`src/eept_pkg.sv`:
```
// Constants and types shared by the event edge path trigger block.
// Assumes a 32-bit AXI4-Lite register bus and a 200 MHz single clock domain.
package eept_pkg;

	// ==========================================================
	// Register map: word indices, the bus sees four times these
	// ==========================================================
	localparam logic [15:0] EEPT_IDX_RISE_SEL  = 16'h05C4; // Rising-edge path selection
	localparam logic [15:0] EEPT_IDX_FALL_SEL  = 16'h05C6; // Falling-edge path selection
	localparam logic [15:0] EEPT_IDX_MODE_CTRL = 16'h05C8; // Control mode register
	localparam logic [15:0] EEPT_IDX_STATUS    = 16'h05C9; // Block status

	// Byte addresses are four times the index
	localparam logic [15:0] EEPT_ADDR_RISE_SEL  = 16'(EEPT_IDX_RISE_SEL << 2);
	localparam logic [15:0] EEPT_ADDR_FALL_SEL  = 16'(EEPT_IDX_FALL_SEL << 2);
	localparam logic [15:0] EEPT_ADDR_MODE_CTRL = 16'(EEPT_IDX_MODE_CTRL << 2);
	localparam logic [15:0] EEPT_ADDR_STATUS    = 16'(EEPT_IDX_STATUS << 2);

	// ==========================================================
	// Reset values and field layout
	// ==========================================================
	localparam logic [15:0] EEPT_RST_RISE_SEL = 16'h0000; // No path for any rising edge
	localparam logic [15:0] EEPT_RST_FALL_SEL = 16'h0000; // No path for any falling edge
	localparam logic        EEPT_RST_MODE     = 1'b0;     // Starts outside path-register mode
	localparam int          EEPT_MODE_BIT     = 0;        // Mode bit in control register
	localparam int          EEPT_ST_LEVEL_LSB = 0;        // Status: filtered input levels [3:0]
	localparam int          EEPT_ST_PEND_LSB  = 4;        // Status: pending starts [11:4]
	localparam int          EEPT_ST_LAST_LSB  = 16;       // Status: last path started [21:16]

	// ==========================================================
	// Selection digit coding
	// ==========================================================
	localparam int          EEPT_NUM_EVENTS   = 4;        // Event inputs served
	localparam logic [3:0]  EEPT_DIGIT_NONE   = 4'h0;     // Digit that starts nothing
	localparam logic [3:0]  EEPT_DIGIT_MAX    = 4'hD;     // Highest legal digit
	localparam logic [5:0]  EEPT_PATH_BASE    = 6'h32;    // Path number is base plus digit (50)

	// ==========================================================
	// AXI responses
	// ==========================================================
	localparam logic [1:0]  EEPT_RESP_OKAY    = 2'h0;
	localparam logic [1:0]  EEPT_RESP_SLVERR  = 2'h2;

endpackage
```
`src/eept_event_sync.sv`:
```
// Three-stage synchroniser and edge detector for the event inputs.
// Assumes the event pins are asynchronous to aclk; one edge yields one pulse.
`timescale 1ns/1ps
`default_nettype none

module eept_event_sync
	import eept_pkg::*;
(
	input  wire logic                                 aclk,     // System clock
	input  wire logic                                 aresetn,  // Synchronous reset, active low
	input  wire logic [eept_pkg::EEPT_NUM_EVENTS-1:0] event_in, // Raw event pins
	output logic      [eept_pkg::EEPT_NUM_EVENTS-1:0] level,    // Filtered level
	output logic      [eept_pkg::EEPT_NUM_EVENTS-1:0] rise,     // One-cycle off-to-on pulse
	output logic      [eept_pkg::EEPT_NUM_EVENTS-1:0] fall      // One-cycle on-to-off pulse
);

	import eept_pkg::*;

	// ==========================================================
	// State
	// ==========================================================
	typedef struct packed {
		logic [EEPT_NUM_EVENTS-1:0] s1;    // First stage, read only by s2
		logic [EEPT_NUM_EVENTS-1:0] s2;    // Second stage
		logic [EEPT_NUM_EVENTS-1:0] s3;    // Third stage
		logic [EEPT_NUM_EVENTS-1:0] level; // Accepted level
		logic [EEPT_NUM_EVENTS-1:0] rise;  // Edge pulses
		logic [EEPT_NUM_EVENTS-1:0] fall;
	} eept_sync_t;

	eept_sync_t st_reg;  // Registered state
	eept_sync_t st_next; // Next state

	// Level changes only once stages two and three agree, filtering one-cycle glitches
	always_comb
	begin
		st_next       = st_reg;
		st_next.s1    = event_in;
		st_next.s2    = st_reg.s1;
		st_next.s3    = st_reg.s2;
		st_next.level = st_reg.level;
		for (int i = 0; i < EEPT_NUM_EVENTS; i++)
		begin
			if (st_reg.s2[i] == st_reg.s3[i])
			begin
				st_next.level[i] = st_reg.s2[i];
			end
		end
		st_next.rise = st_next.level & ~st_reg.level;
		st_next.fall = ~st_next.level & st_reg.level;
	end

	// State register
	always_ff @(posedge aclk)
	begin
		if (!aresetn)
		begin
			st_reg <= '0;
		end
		else
		begin
			st_reg <= st_next;
		end
	end

	assign level = st_reg.level;
	assign rise  = st_reg.rise;
	assign fall  = st_reg.fall;

	// ==========================================================
	// Checks
	// ==========================================================
	chk_single_edge: assert property (@(posedge aclk) disable iff (!aresetn)
		(rise != '0) |=> ((rise & $past(rise)) == '0))
		else $error("Edge pulse lasted more than one cycle");

endmodule // eept_event_sync

`default_nettype wire

```
`src/eept_path_trigger.sv`:
```
// Event edge path trigger: maps event input edges to path starts 51 to 63.
// Assumes an AXI4-Lite master and a path executor that takes one start per pulse.
`timescale 1ns/1ps
`default_nettype none

module eept_path_trigger
	import eept_pkg::*;
(
	input  wire logic                           aclk,            // System clock, 200 MHz
	input  wire logic                           aresetn,         // Synchronous reset, active low
	input  wire logic [eept_pkg::EEPT_NUM_EVENTS-1:0] event_input, // Event pins, bit 0 is input 1
	output logic                                path_start_valid,// One-cycle start pulse
	output logic      [5:0]                     path_start_num,  // Path to start
	input  wire logic [15:0]                    awaddr,
	input  wire logic                           awvalid,
	output logic                                awready,
	input  wire logic [31:0]                    wdata,
	input  wire logic [3:0]                     wstrb,
	input  wire logic                           wvalid,
	output logic                                wready,
	output logic      [1:0]                     bresp,
	output logic                                bvalid,
	input  wire logic                           bready,
	input  wire logic [15:0]                    araddr,
	input  wire logic                           arvalid,
	output logic                                arready,
	output logic      [31:0]                    rdata,
	output logic      [1:0]                     rresp,
	output logic                                rvalid,
	input  wire logic                           rready
);

	import eept_pkg::*;

	// ==========================================================
	// State
	// ==========================================================
	typedef struct packed {
		logic [15:0] rise_sel;   // Rising-edge path selection
		logic [15:0] fall_sel;   // Falling-edge path selection
		logic        mode;       // Path-register control mode active
		logic [7:0]  pend;       // Pending starts: [3:0] rising, [7:4] falling
		logic        start_vld;  // Start pulse
		logic [5:0]  start_num;  // Start path number
		logic [5:0]  last_num;   // Last path started
		logic        aw_have;    // Write address held
		logic [15:0] aw_addr;
		logic        w_have;     // Write data held
		logic [31:0] w_data;
		logic [3:0]  w_strb;
		logic        awready;
		logic        wready;
		logic        bvalid;
		logic [1:0]  bresp;
		logic        arready;
		logic        rvalid;
		logic [31:0] rdata;
		logic [1:0]  rresp;
	} eept_state_t;

	eept_state_t st_reg;  // Registered state
	eept_state_t st_next; // Next state

	logic [EEPT_NUM_EVENTS-1:0] ev_level; // Filtered levels
	logic [EEPT_NUM_EVENTS-1:0] ev_rise;  // Rising pulses
	logic [EEPT_NUM_EVENTS-1:0] ev_fall;  // Falling pulses

	// ==========================================================
	// Input synchroniser
	// ==========================================================
	eept_event_sync u_sync (
		.aclk     (aclk),
		.aresetn  (aresetn),
		.event_in (event_input),
		.level    (ev_level),
		.rise     (ev_rise),
		.fall     (ev_fall)
	);

	// ==========================================================
	// Helpers
	// ==========================================================
	// True when every digit of a selection lies in 0..D
	function automatic logic sel_legal(input logic [15:0] v);
		logic ok;
		ok = 1'b1;
		for (int i = 0; i < EEPT_NUM_EVENTS; i++)
		begin
			if (v[4*i +: 4] > EEPT_DIGIT_MAX)
			begin
				ok = 1'b0;
			end
		end
		return ok;
	endfunction

	// Digit serving pending slot k (slots 4..7 use the falling setting)
	function automatic logic [3:0] slot_digit(input eept_state_t s, input int k);
		return (k < EEPT_NUM_EVENTS) ? s.rise_sel[4*(k%4) +: 4] : s.fall_sel[4*(k%4) +: 4];
	endfunction

	// Digits of the bus write after byte strobes are applied
	function automatic logic [15:0] merge16(input logic [15:0] old, input logic [31:0] d,
		input logic [3:0] s);
		logic [15:0] r;
		r = old;
		if (s[0])
		begin
			r[7:0] = d[7:0];
		end
		if (s[1])
		begin
			r[15:8] = d[15:8];
		end
		return r;
	endfunction

	// ==========================================================
	// Next-state logic
	// ==========================================================
	always_comb
	begin
		logic [15:0] merged;  // Selection value after strobes
		logic        served;  // A pending slot was picked this cycle
		logic [3:0]  dig;     // Digit of the picked slot
		merged = '0;
		served = 1'b0;
		dig    = '0;
		st_next = st_reg;
		st_next.start_vld = 1'b0;

		// Serve the lowest pending slot; rising edges before falling, input 1 first
		for (int k = 0; k < 2*EEPT_NUM_EVENTS; k++)
		begin
			if (!served && st_reg.pend[k])
			begin
				served = 1'b1;
				dig = slot_digit(st_reg, k);
				st_next.pend[k] = 1'b0;
				if (st_reg.mode && dig != EEPT_DIGIT_NONE)
				begin
					st_next.start_vld = 1'b1;
					st_next.start_num = EEPT_PATH_BASE + {2'h0, dig};
					st_next.last_num  = EEPT_PATH_BASE + {2'h0, dig};
				end
			end
		end

		// New edges set pending after the serve clear, so a set wins over a clear
		for (int i = 0; i < EEPT_NUM_EVENTS; i++)
		begin
			if (st_reg.mode && ev_rise[i] && st_reg.rise_sel[4*i +: 4] != EEPT_DIGIT_NONE)
			begin
				st_next.pend[i] = 1'b1;
			end
			if (st_reg.mode && ev_fall[i] && st_reg.fall_sel[4*i +: 4] != EEPT_DIGIT_NONE)
			begin
				st_next.pend[EEPT_NUM_EVENTS + i] = 1'b1;
			end
		end

		// Leaving path-register mode drops any queued start
		if (!st_reg.mode)
		begin
			st_next.pend = '0;
		end

		// Write channel: address and data taken in either order
		if (awvalid && st_reg.awready)
		begin
			st_next.aw_have = 1'b1;
			st_next.aw_addr = awaddr;
		end
		if (wvalid && st_reg.wready)
		begin
			st_next.w_have = 1'b1;
			st_next.w_data = wdata;
			st_next.w_strb = wstrb;
		end
		if (st_reg.aw_have && st_reg.w_have && !st_reg.bvalid)
		begin
			st_next.aw_have = 1'b0;
			st_next.w_have  = 1'b0;
			st_next.bvalid  = 1'b1;
			st_next.bresp   = EEPT_RESP_OKAY;
			unique case (st_reg.aw_addr)
				EEPT_ADDR_RISE_SEL:
				begin
					merged = merge16(st_reg.rise_sel, st_reg.w_data, st_reg.w_strb);
					// Out-of-range digits are refused whole so a setting is never partial
					if (sel_legal(merged))
					begin
						st_next.rise_sel = merged;
					end
					else
					begin
						st_next.bresp = EEPT_RESP_SLVERR;
					end
				end
				EEPT_ADDR_FALL_SEL:
				begin
					merged = merge16(st_reg.fall_sel, st_reg.w_data, st_reg.w_strb);
					if (sel_legal(merged))
					begin
						st_next.fall_sel = merged;
					end
					else
					begin
						st_next.bresp = EEPT_RESP_SLVERR;
					end
				end
				EEPT_ADDR_MODE_CTRL:
				begin
					if (st_reg.w_strb[0])
					begin
						st_next.mode = st_reg.w_data[EEPT_MODE_BIT];
					end
				end
				EEPT_ADDR_STATUS: ; // Status is read-only; writes are ignored
				default:
				begin
					st_next.bresp = EEPT_RESP_SLVERR;
				end
			endcase
		end
		if (st_reg.bvalid && bready)
		begin
			st_next.bvalid = 1'b0;
		end
		st_next.awready = !st_next.aw_have && !st_next.bvalid;
		st_next.wready  = !st_next.w_have && !st_next.bvalid;

		// Read channel: one read at a time
		if (arvalid && st_reg.arready)
		begin
			st_next.rvalid = 1'b1;
			st_next.rresp  = EEPT_RESP_OKAY;
			st_next.rdata  = '0;
			unique case (araddr)
				EEPT_ADDR_RISE_SEL:  st_next.rdata[15:0] = st_reg.rise_sel;
				EEPT_ADDR_FALL_SEL:  st_next.rdata[15:0] = st_reg.fall_sel;
				EEPT_ADDR_MODE_CTRL: st_next.rdata[EEPT_MODE_BIT] = st_reg.mode;
				EEPT_ADDR_STATUS:
				begin
					st_next.rdata[EEPT_ST_LEVEL_LSB +: 4] = ev_level;
					st_next.rdata[EEPT_ST_PEND_LSB +: 8]  = st_reg.pend;
					st_next.rdata[EEPT_ST_LAST_LSB +: 6]  = st_reg.last_num;
				end
				default:
				begin
					st_next.rresp = EEPT_RESP_SLVERR;
				end
			endcase
		end
		else if (st_reg.rvalid && rready)
		begin
			st_next.rvalid = 1'b0;
		end
		st_next.arready = !st_next.rvalid;
	end

	// State register
	always_ff @(posedge aclk)
	begin
		if (!aresetn)
		begin
			st_reg          <= '0;
			st_reg.rise_sel <= EEPT_RST_RISE_SEL;
			st_reg.fall_sel <= EEPT_RST_FALL_SEL;
			st_reg.mode     <= EEPT_RST_MODE;
		end
		else
		begin
			st_reg <= st_next;
		end
	end

	// ==========================================================
	// Outputs, all straight from the state register
	// ==========================================================
	assign path_start_valid = st_reg.start_vld;
	assign path_start_num   = st_reg.start_num;
	assign awready          = st_reg.awready;
	assign wready           = st_reg.wready;
	assign bvalid           = st_reg.bvalid;
	assign bresp            = st_reg.bresp;
	assign arready          = st_reg.arready;
	assign rvalid           = st_reg.rvalid;
	assign rdata            = st_reg.rdata;
	assign rresp            = st_reg.rresp;

	// ==========================================================
	// Checks
	// ==========================================================
	chk_rise_queued: assert property (@(posedge aclk) disable iff (!aresetn)
		(st_reg.mode && ev_rise[0] && st_reg.rise_sel[3:0] != 4'h0) |=> st_reg.pend[0])
		else $error("Rising edge on input 1 did not queue a start");

	chk_fall_queued: assert property (@(posedge aclk) disable iff (!aresetn)
		(st_reg.mode && ev_fall[3] && st_reg.fall_sel[15:12] != 4'h0) |=> st_reg.pend[7])
		else $error("Falling edge on input 4 did not queue a start");

	chk_zero_digit: assert property (@(posedge aclk) disable iff (!aresetn)
		(!st_reg.pend[1] && st_reg.rise_sel[7:4] == 4'h0) |=> !st_reg.pend[1])
		else $error("Zero digit queued a start");

	chk_start_range: assert property (@(posedge aclk) disable iff (!aresetn)
		path_start_valid |-> (path_start_num >= 6'h33 && path_start_num <= 6'h3F))
		else $error("Started path outside 51 to 63");

	chk_start_number: assert property (@(posedge aclk) disable iff (!aresetn)
		(st_reg.mode && st_reg.pend[0] && st_reg.rise_sel[3:0] != 4'h0)
		|=> (path_start_valid && path_start_num == 6'h32 + {2'h0, $past(st_reg.rise_sel[3:0])}))
		else $error("Wrong path number for input 1 rising digit");

	chk_digit_limit: assert property (@(posedge aclk) disable iff (!aresetn)
		sel_legal(st_reg.rise_sel) && sel_legal(st_reg.fall_sel))
		else $error("Selection digit above D stored");

	chk_mode_gate: assert property (@(posedge aclk) disable iff (!aresetn)
		!st_reg.mode |=> (!path_start_valid && st_reg.pend == 8'h00))
		else $error("Start produced outside path-register mode");

	chk_one_start: assert property (@(posedge aclk) disable iff (!aresetn)
		(st_reg.pend == 8'h01 && ev_rise == 4'h0 && ev_fall == 4'h0) |=> ##1 !path_start_valid)
		else $error("One edge produced more than one start");

endmodule // eept_path_trigger

`default_nettype wire

```
`config.mk`:
```
export PLATFORM = sky130hd
export DESIGN_NAME = eept_path_trigger
export DESIGN_NICKNAME = d
export VERILOG_FILES = /design/src/eept_pkg.sv /design/src/eept_event_sync.sv /design/src/eept_path_trigger.sv
export SDC_FILE = /design/constraint.sdc
export NUM_CORES = 1
export LEC_CHECK = 0
export ABC_AREA = 1
export BUFFER_PORTS_ARGS = -buffer_cell sky130_fd_sc_hd__buf_2
export CAP_MARGIN = 40
export CORE_UTILIZATION = 55
export DETAILED_ROUTE_END_ITERATION = 10
export GPL_TIMING_DRIVEN = 1
export PLACE_DENSITY = 0.83
export SYNTH_ARGS = -nofsm -noshare
export SYNTH_HDL_FRONTEND = slang
export SYNTH_SLANG_ARGS = --single-unit
```
`constraint.sdc`:
```
create_clock -name aclk -period 4.2 [get_ports aclk]
set_input_delay 0.42 -clock aclk [delete_from_list [all_inputs] [get_ports aclk]]
set_output_delay 0.42 -clock aclk [all_outputs]
set_load 0.02 [all_outputs]
```
### Word level (Yosys, flattened, before mapping)

Index checks and enable logic that the tools add are counted.

* bits in registers: 163
* input bits: 79
* output and inout port bits: 48
* word-level logic and storage cells: 220

* $add $sub $neg: 8
* order comparisons: 8
* equal/unequal tests: 12
* multiplexer cells: 82
* bitwise operators: 4
* reductions and logical operators: 73

Operators with widths (number)
* 13-bit two-way mux: 16
* 16-bit by 13-bit == test with 1-bit output, second input constant: 8
* 8-bit two-way mux: 12
* 5-bit by 5-bit adder with 6-bit output, first input constant: 8
* 1-bit two-way mux: 43
* 1-bit logical AND: 40
* 37-bit two-way mux: 1
* 11-bit case mux with 3 select lines: 1
* 4-bit greater-than comparator, second input constant: 8
* 4-bit nonzero test: 8
* 17-bit two-way mux: 1
* 2-bit nonzero test: 7
* 1-bit zero test: 12
* 3-bit AND reduction: 3
* 4-bit bitwise AND: 2
* 4-bit inverter: 2
* 4-bit case mux with 2 select lines: 1
* 2-bit two-way mux: 3
* 6-bit two-way mux: 1
* 2-bit case mux with 3 select lines: 1
* 1-bit == test: 4
* 1-bit case mux with 4 select lines: 1
* 4-bit OR reduction: 1
* 3-bit two-way mux: 1
* 2 further kinds: 2

### Logic depth before layout (Yosys ltp)

* depth in word-level cells: 23
* gate-level depth with buffers: 15
* gate-level depth less buffers: 14

### By module

Synthesis repeated with hierarchy kept, for this count alone.

* cells, all modules: 1020
* area total of the unflattened synthesis: 7325.8 sq um

Modules (own cells, without submodules)
* eept_path_trigger: times used 1, cells each 925, area an instance 6462.4 sq um, seq. area each 2382.3 sq um
* eept_event_sync: times used 1, cells each 95, area an instance 863.3 sq um, seq. area each 480.5 sq um

### Worst setup path before layout

OpenSTA, ideal clock, no wires.

* kind: in2reg
* start: input araddr[11]
* end: register st_reg (netlist bit rdata[2])
* library setup time: 0.071 ns
* arrival: 1.555 ns
* data required time: 4.129 ns
* slack: 2.574 ns
* stages: 9
* buffers on the path: 1
* cell sequence: inv_1 > nand2_1 > nor4_4 > and2_1 > buf_2 > nand2_1 > o21ai_0 > o21ai_0 > a21oi_1

* word-level cells in the longest chain between the ends: 2
* elaborated cells on any way between the ends: 4
* classes of those cells: 3 x eq/ne; 1 x mux

Ends and longest elaborated chain
* start, declared: line eept_path_trigger.sv:24 `input wire logic [15:0] araddr,`
* 16-bit by 13-bit == test with 1-bit output: line eept_path_trigger.sv:239 `unique case (araddr)`
* 11-bit case mux with 3 select lines (*): line eept_path_trigger.sv:239
* end signal, assigned: line eept_path_trigger.sv:274 `st_reg <= st_next;`
* end, declared: line eept_path_trigger.sv:61 `eept_state_t st_reg;`

Every way passes the cells marked *; elsewhere a longest branch is shown, timed or not.
A chain may end at the register's enable or synchronous reset.

### Final worst setup path

* start: register st_reg[41] (netlist name)
* end: register st_reg[139] (netlist name)

* word-level cells in the longest chain between the ends: 11
* elaborated cells on any way between the ends: 12
* classes of those cells: 2 x order compare; 9 x mux; 1 x reduce/logical

Ends and longest elaborated chain
* 8-bit two-way mux (*): line eept_path_trigger.sv:107 `if (s[0])`
* 8-bit two-way mux (*): line eept_path_trigger.sv:186 `unique case (st_reg.aw_addr)`
* 8-bit two-way mux (*): line eept_path_trigger.sv:180 `if (st_reg.aw_have && st_reg.w_have && !st_reg.bvalid)`
* 4-bit greater-than comparator: line eept_path_trigger.sv:89 `if (v[4*i +: 4] > EEPT_DIGIT_MAX)`
* 1-bit two-way mux (4 in a row): line eept_path_trigger.sv:89
* 1-bit two-way mux: line eept_path_trigger.sv:186
* 1-bit two-way mux: line eept_path_trigger.sv:180
* 3-bit AND reduction (no line)

Every way passes the cells marked *; elsewhere a longest branch is shown, timed or not. The select of a mux whose other input is x is not followed.

==> results.toml <==
[yosys]
syn_inst = 1029
syn_area_um2 = 7180
synth_area_leaders = "dfxtp_1 (40%), nand2_1 (12%), nor2_1 (6.3%)"
synth_top_area_share_pct = 39.8
syn_avg_cell_area_um2 = 6.98
synth_seq_cells = 143
ys_types = 47
yosys.area.top_type = "dfxtp_1"
ys_seq_area_share_pct = 39.8
yosysWarningCount = 0

[setup_path]
path_cells = "inv_1 > nand2_1 > nand2_1 > nand3_1 > nand2_1 > nor3_4 > nand2_2 > inv_2 > o21ai_0 > a31oi_1"
worstSetupStartpointType = "flip-flop"
r2r-start = "st_reg[41]"
worstPathArrival_ns = 3.02
crit_start = "st_reg[41]"
crit_slowest_cell = "dfxtp_1"
crit_path_frequent_cell = "nand2_1"
reg2reg_slack_ns = 1.54
reg2reg_depth = 10
slowest_delay_ns = 0.79
crit_type = "flip-flop to flip-flop"
critPathCaptureType = "flip-flop"
cp.required_ns = 4.55
worstPathMaxFanout = 20
rr_endpoint = "st_reg[139]"

[clocking]
cts_setup_buffers = 0
cts_resized = 0
cts-htree-levels = 4
clk_pin_slew_ns = 0.06
ctsHoldBuffers = 0
cts_sinks = 143
cts-root-buf = "clkbuf_16"
cts_max_path_buffers = 2
cts_tree = "built"
clk-insertion-delay-late_ns = 0.43
cts_buffers = 17

[drt]
routed-via-count = 6776
ant_nets = 0
wl_per_cell_um = 14.5
post-route-drc-count = 0
drt_iter0_drc = 540
wl_um = 18300
firstDrtPassIters = 6
viasPerCell = 5.37

[die]
ios = 127
dieHeight_um = 116
core_area_um2 = 12700
die_w_um = 116
dieArea_um2 = 13500
start_util_pct = 56.7
placementRows = 41

[placement]
dp_hpwl_um = 13400
dpl.cell_count = 1231
place_congestion = 0.940
place_ws_ns = 1.62
post_dp_cell_area_um2 = 7450
io_buffers = 96

[finish]
stdcell_count = 1262
largest_reg_flops = 77
final_area_um2 = 8030
final_cell_mix = "nand2_1 (237), dfxtp_1 (143), nor2_1 (121)"
fin_nets = 1173
final_util_pct = 63.4
final_common_cell = "nand2_1"
drive_above_1_share_pct = 14.6
diodes = 0
area_growth_pct = 11.8
fillers = 1160

[timing]
tns_ns = 0
layout_setup_ws_ns = 1.54
min_period_over_period_pct = 63.4
slew_headroom_pct = 43.5
slew_violations = 0
hold_violations = 0
rsz0062_at_grt = "false"
fin_skew_ns = 0.00687
worstMarginPinSlew_ns = 0.846
setup_viol = 0
min_period_ns = 2.66
max_freq_ghz = 0.375

[run]
cap_violations = 0

[global_routing]
grt_use_total_pct = 28.5
globalRouteOverflowTotal = 0
grt_pass1_wl_um = 29000
grt_pass1_vias = 6021
grt_max_degree = 76
antenna_found_initial = 0

[power]
power_density_nw_per_um2 = 385
ir_drop_mv = 0.376
p_leak_uw = 0.00363

[min_path]
min_from = "event_input[2]"
hold_end = "u_sync.st_next[18]"
holdCritPathClass = "input port to flip-flop"
min_path_cells = 3

[outcome]
status = "completed"
## layout make-up
cell class,count,area [um^2],area share (%)
Tap cell,172,215,2.68
Clock buffer,18,439,5.47
Inverter,104,398,4.95
Timing Repair Buffer,99,523,6.51
Clock inverter,13,138,1.71
Sequential cell,143,2860,35.6
Multi-Input combinational cell,713,3450,43.0
## where the power goes
part,switching [uW],internal [uW],leakage (uW)
clock,588,886,0.000279
sequential,29.7,1400,0.00116
combinational,123,65.4,0.00219
## critical path: cells and delay by family, from the launching register on
family,cells,cell delay [ns]
DFF,1,0.79
AOI/OAI and AO/OA,2,0.31
and+or+nand+nor,6,0.96
buffers and inverters,2,0.52
## layer usage
metal | global-route usage [%] | share of wire [%]
met1 | 34.7 | 42
met2 | 47.1 | 47
met3 | 6.18 | 7.1
met4 | 15.3 | 4.2
met5 | 0 | 0
## Yosys cell counts, drive strengths merged
library cell  number
or2                4
inv              102
and2               1
o211ai             6
clkinv             2
a41oi              1
nor3b              1
clkbuf            27
nor4              13
ha                16
maj3               1
nand2            241
a21oi             85
a31oi              6
buf               53
o21a               4
nand3             49
nand4             17
a211oi             4
a21boi             1
conb               1
o22ai              4
o21ai            108
nand3b             1
nor2             124
nor3              13
dfxtp            143
o31ai              1
## how the worst max path moves through the flow
stage	cells past startpoint	endpoint
floorplan	9	rdata[2]
global placement	10	st_reg[138]
detailed placement	10	st_reg[139]
CTS	10	st_reg[139]
global route	10	st_reg[139]
finish	10	st_reg[139]
## metrics by stage
step | power, uW | hold slack (ns)
2_1_floorplan | 1600 | 0.390
3_3_place_gp | 1630 | 0.392
3_5_place_dp | 1640 | 0.399
4_1_cts | 3100 | 0.160
5_1_grt | 3210 | 0.171
6_report | 3090 | 0.173
## cells by family after synthesis
logic type / after synthesis / synth area share (%)
simple gates: 464 / 28.2
fa+ha+maj: 17 / 2.93
flops: 143 / 39.8
compound gates: 220 / 16.3
other cells: 1 / 0.0522
buf+inv: 184 / 12.6
(Power assumes the default switching activity.)
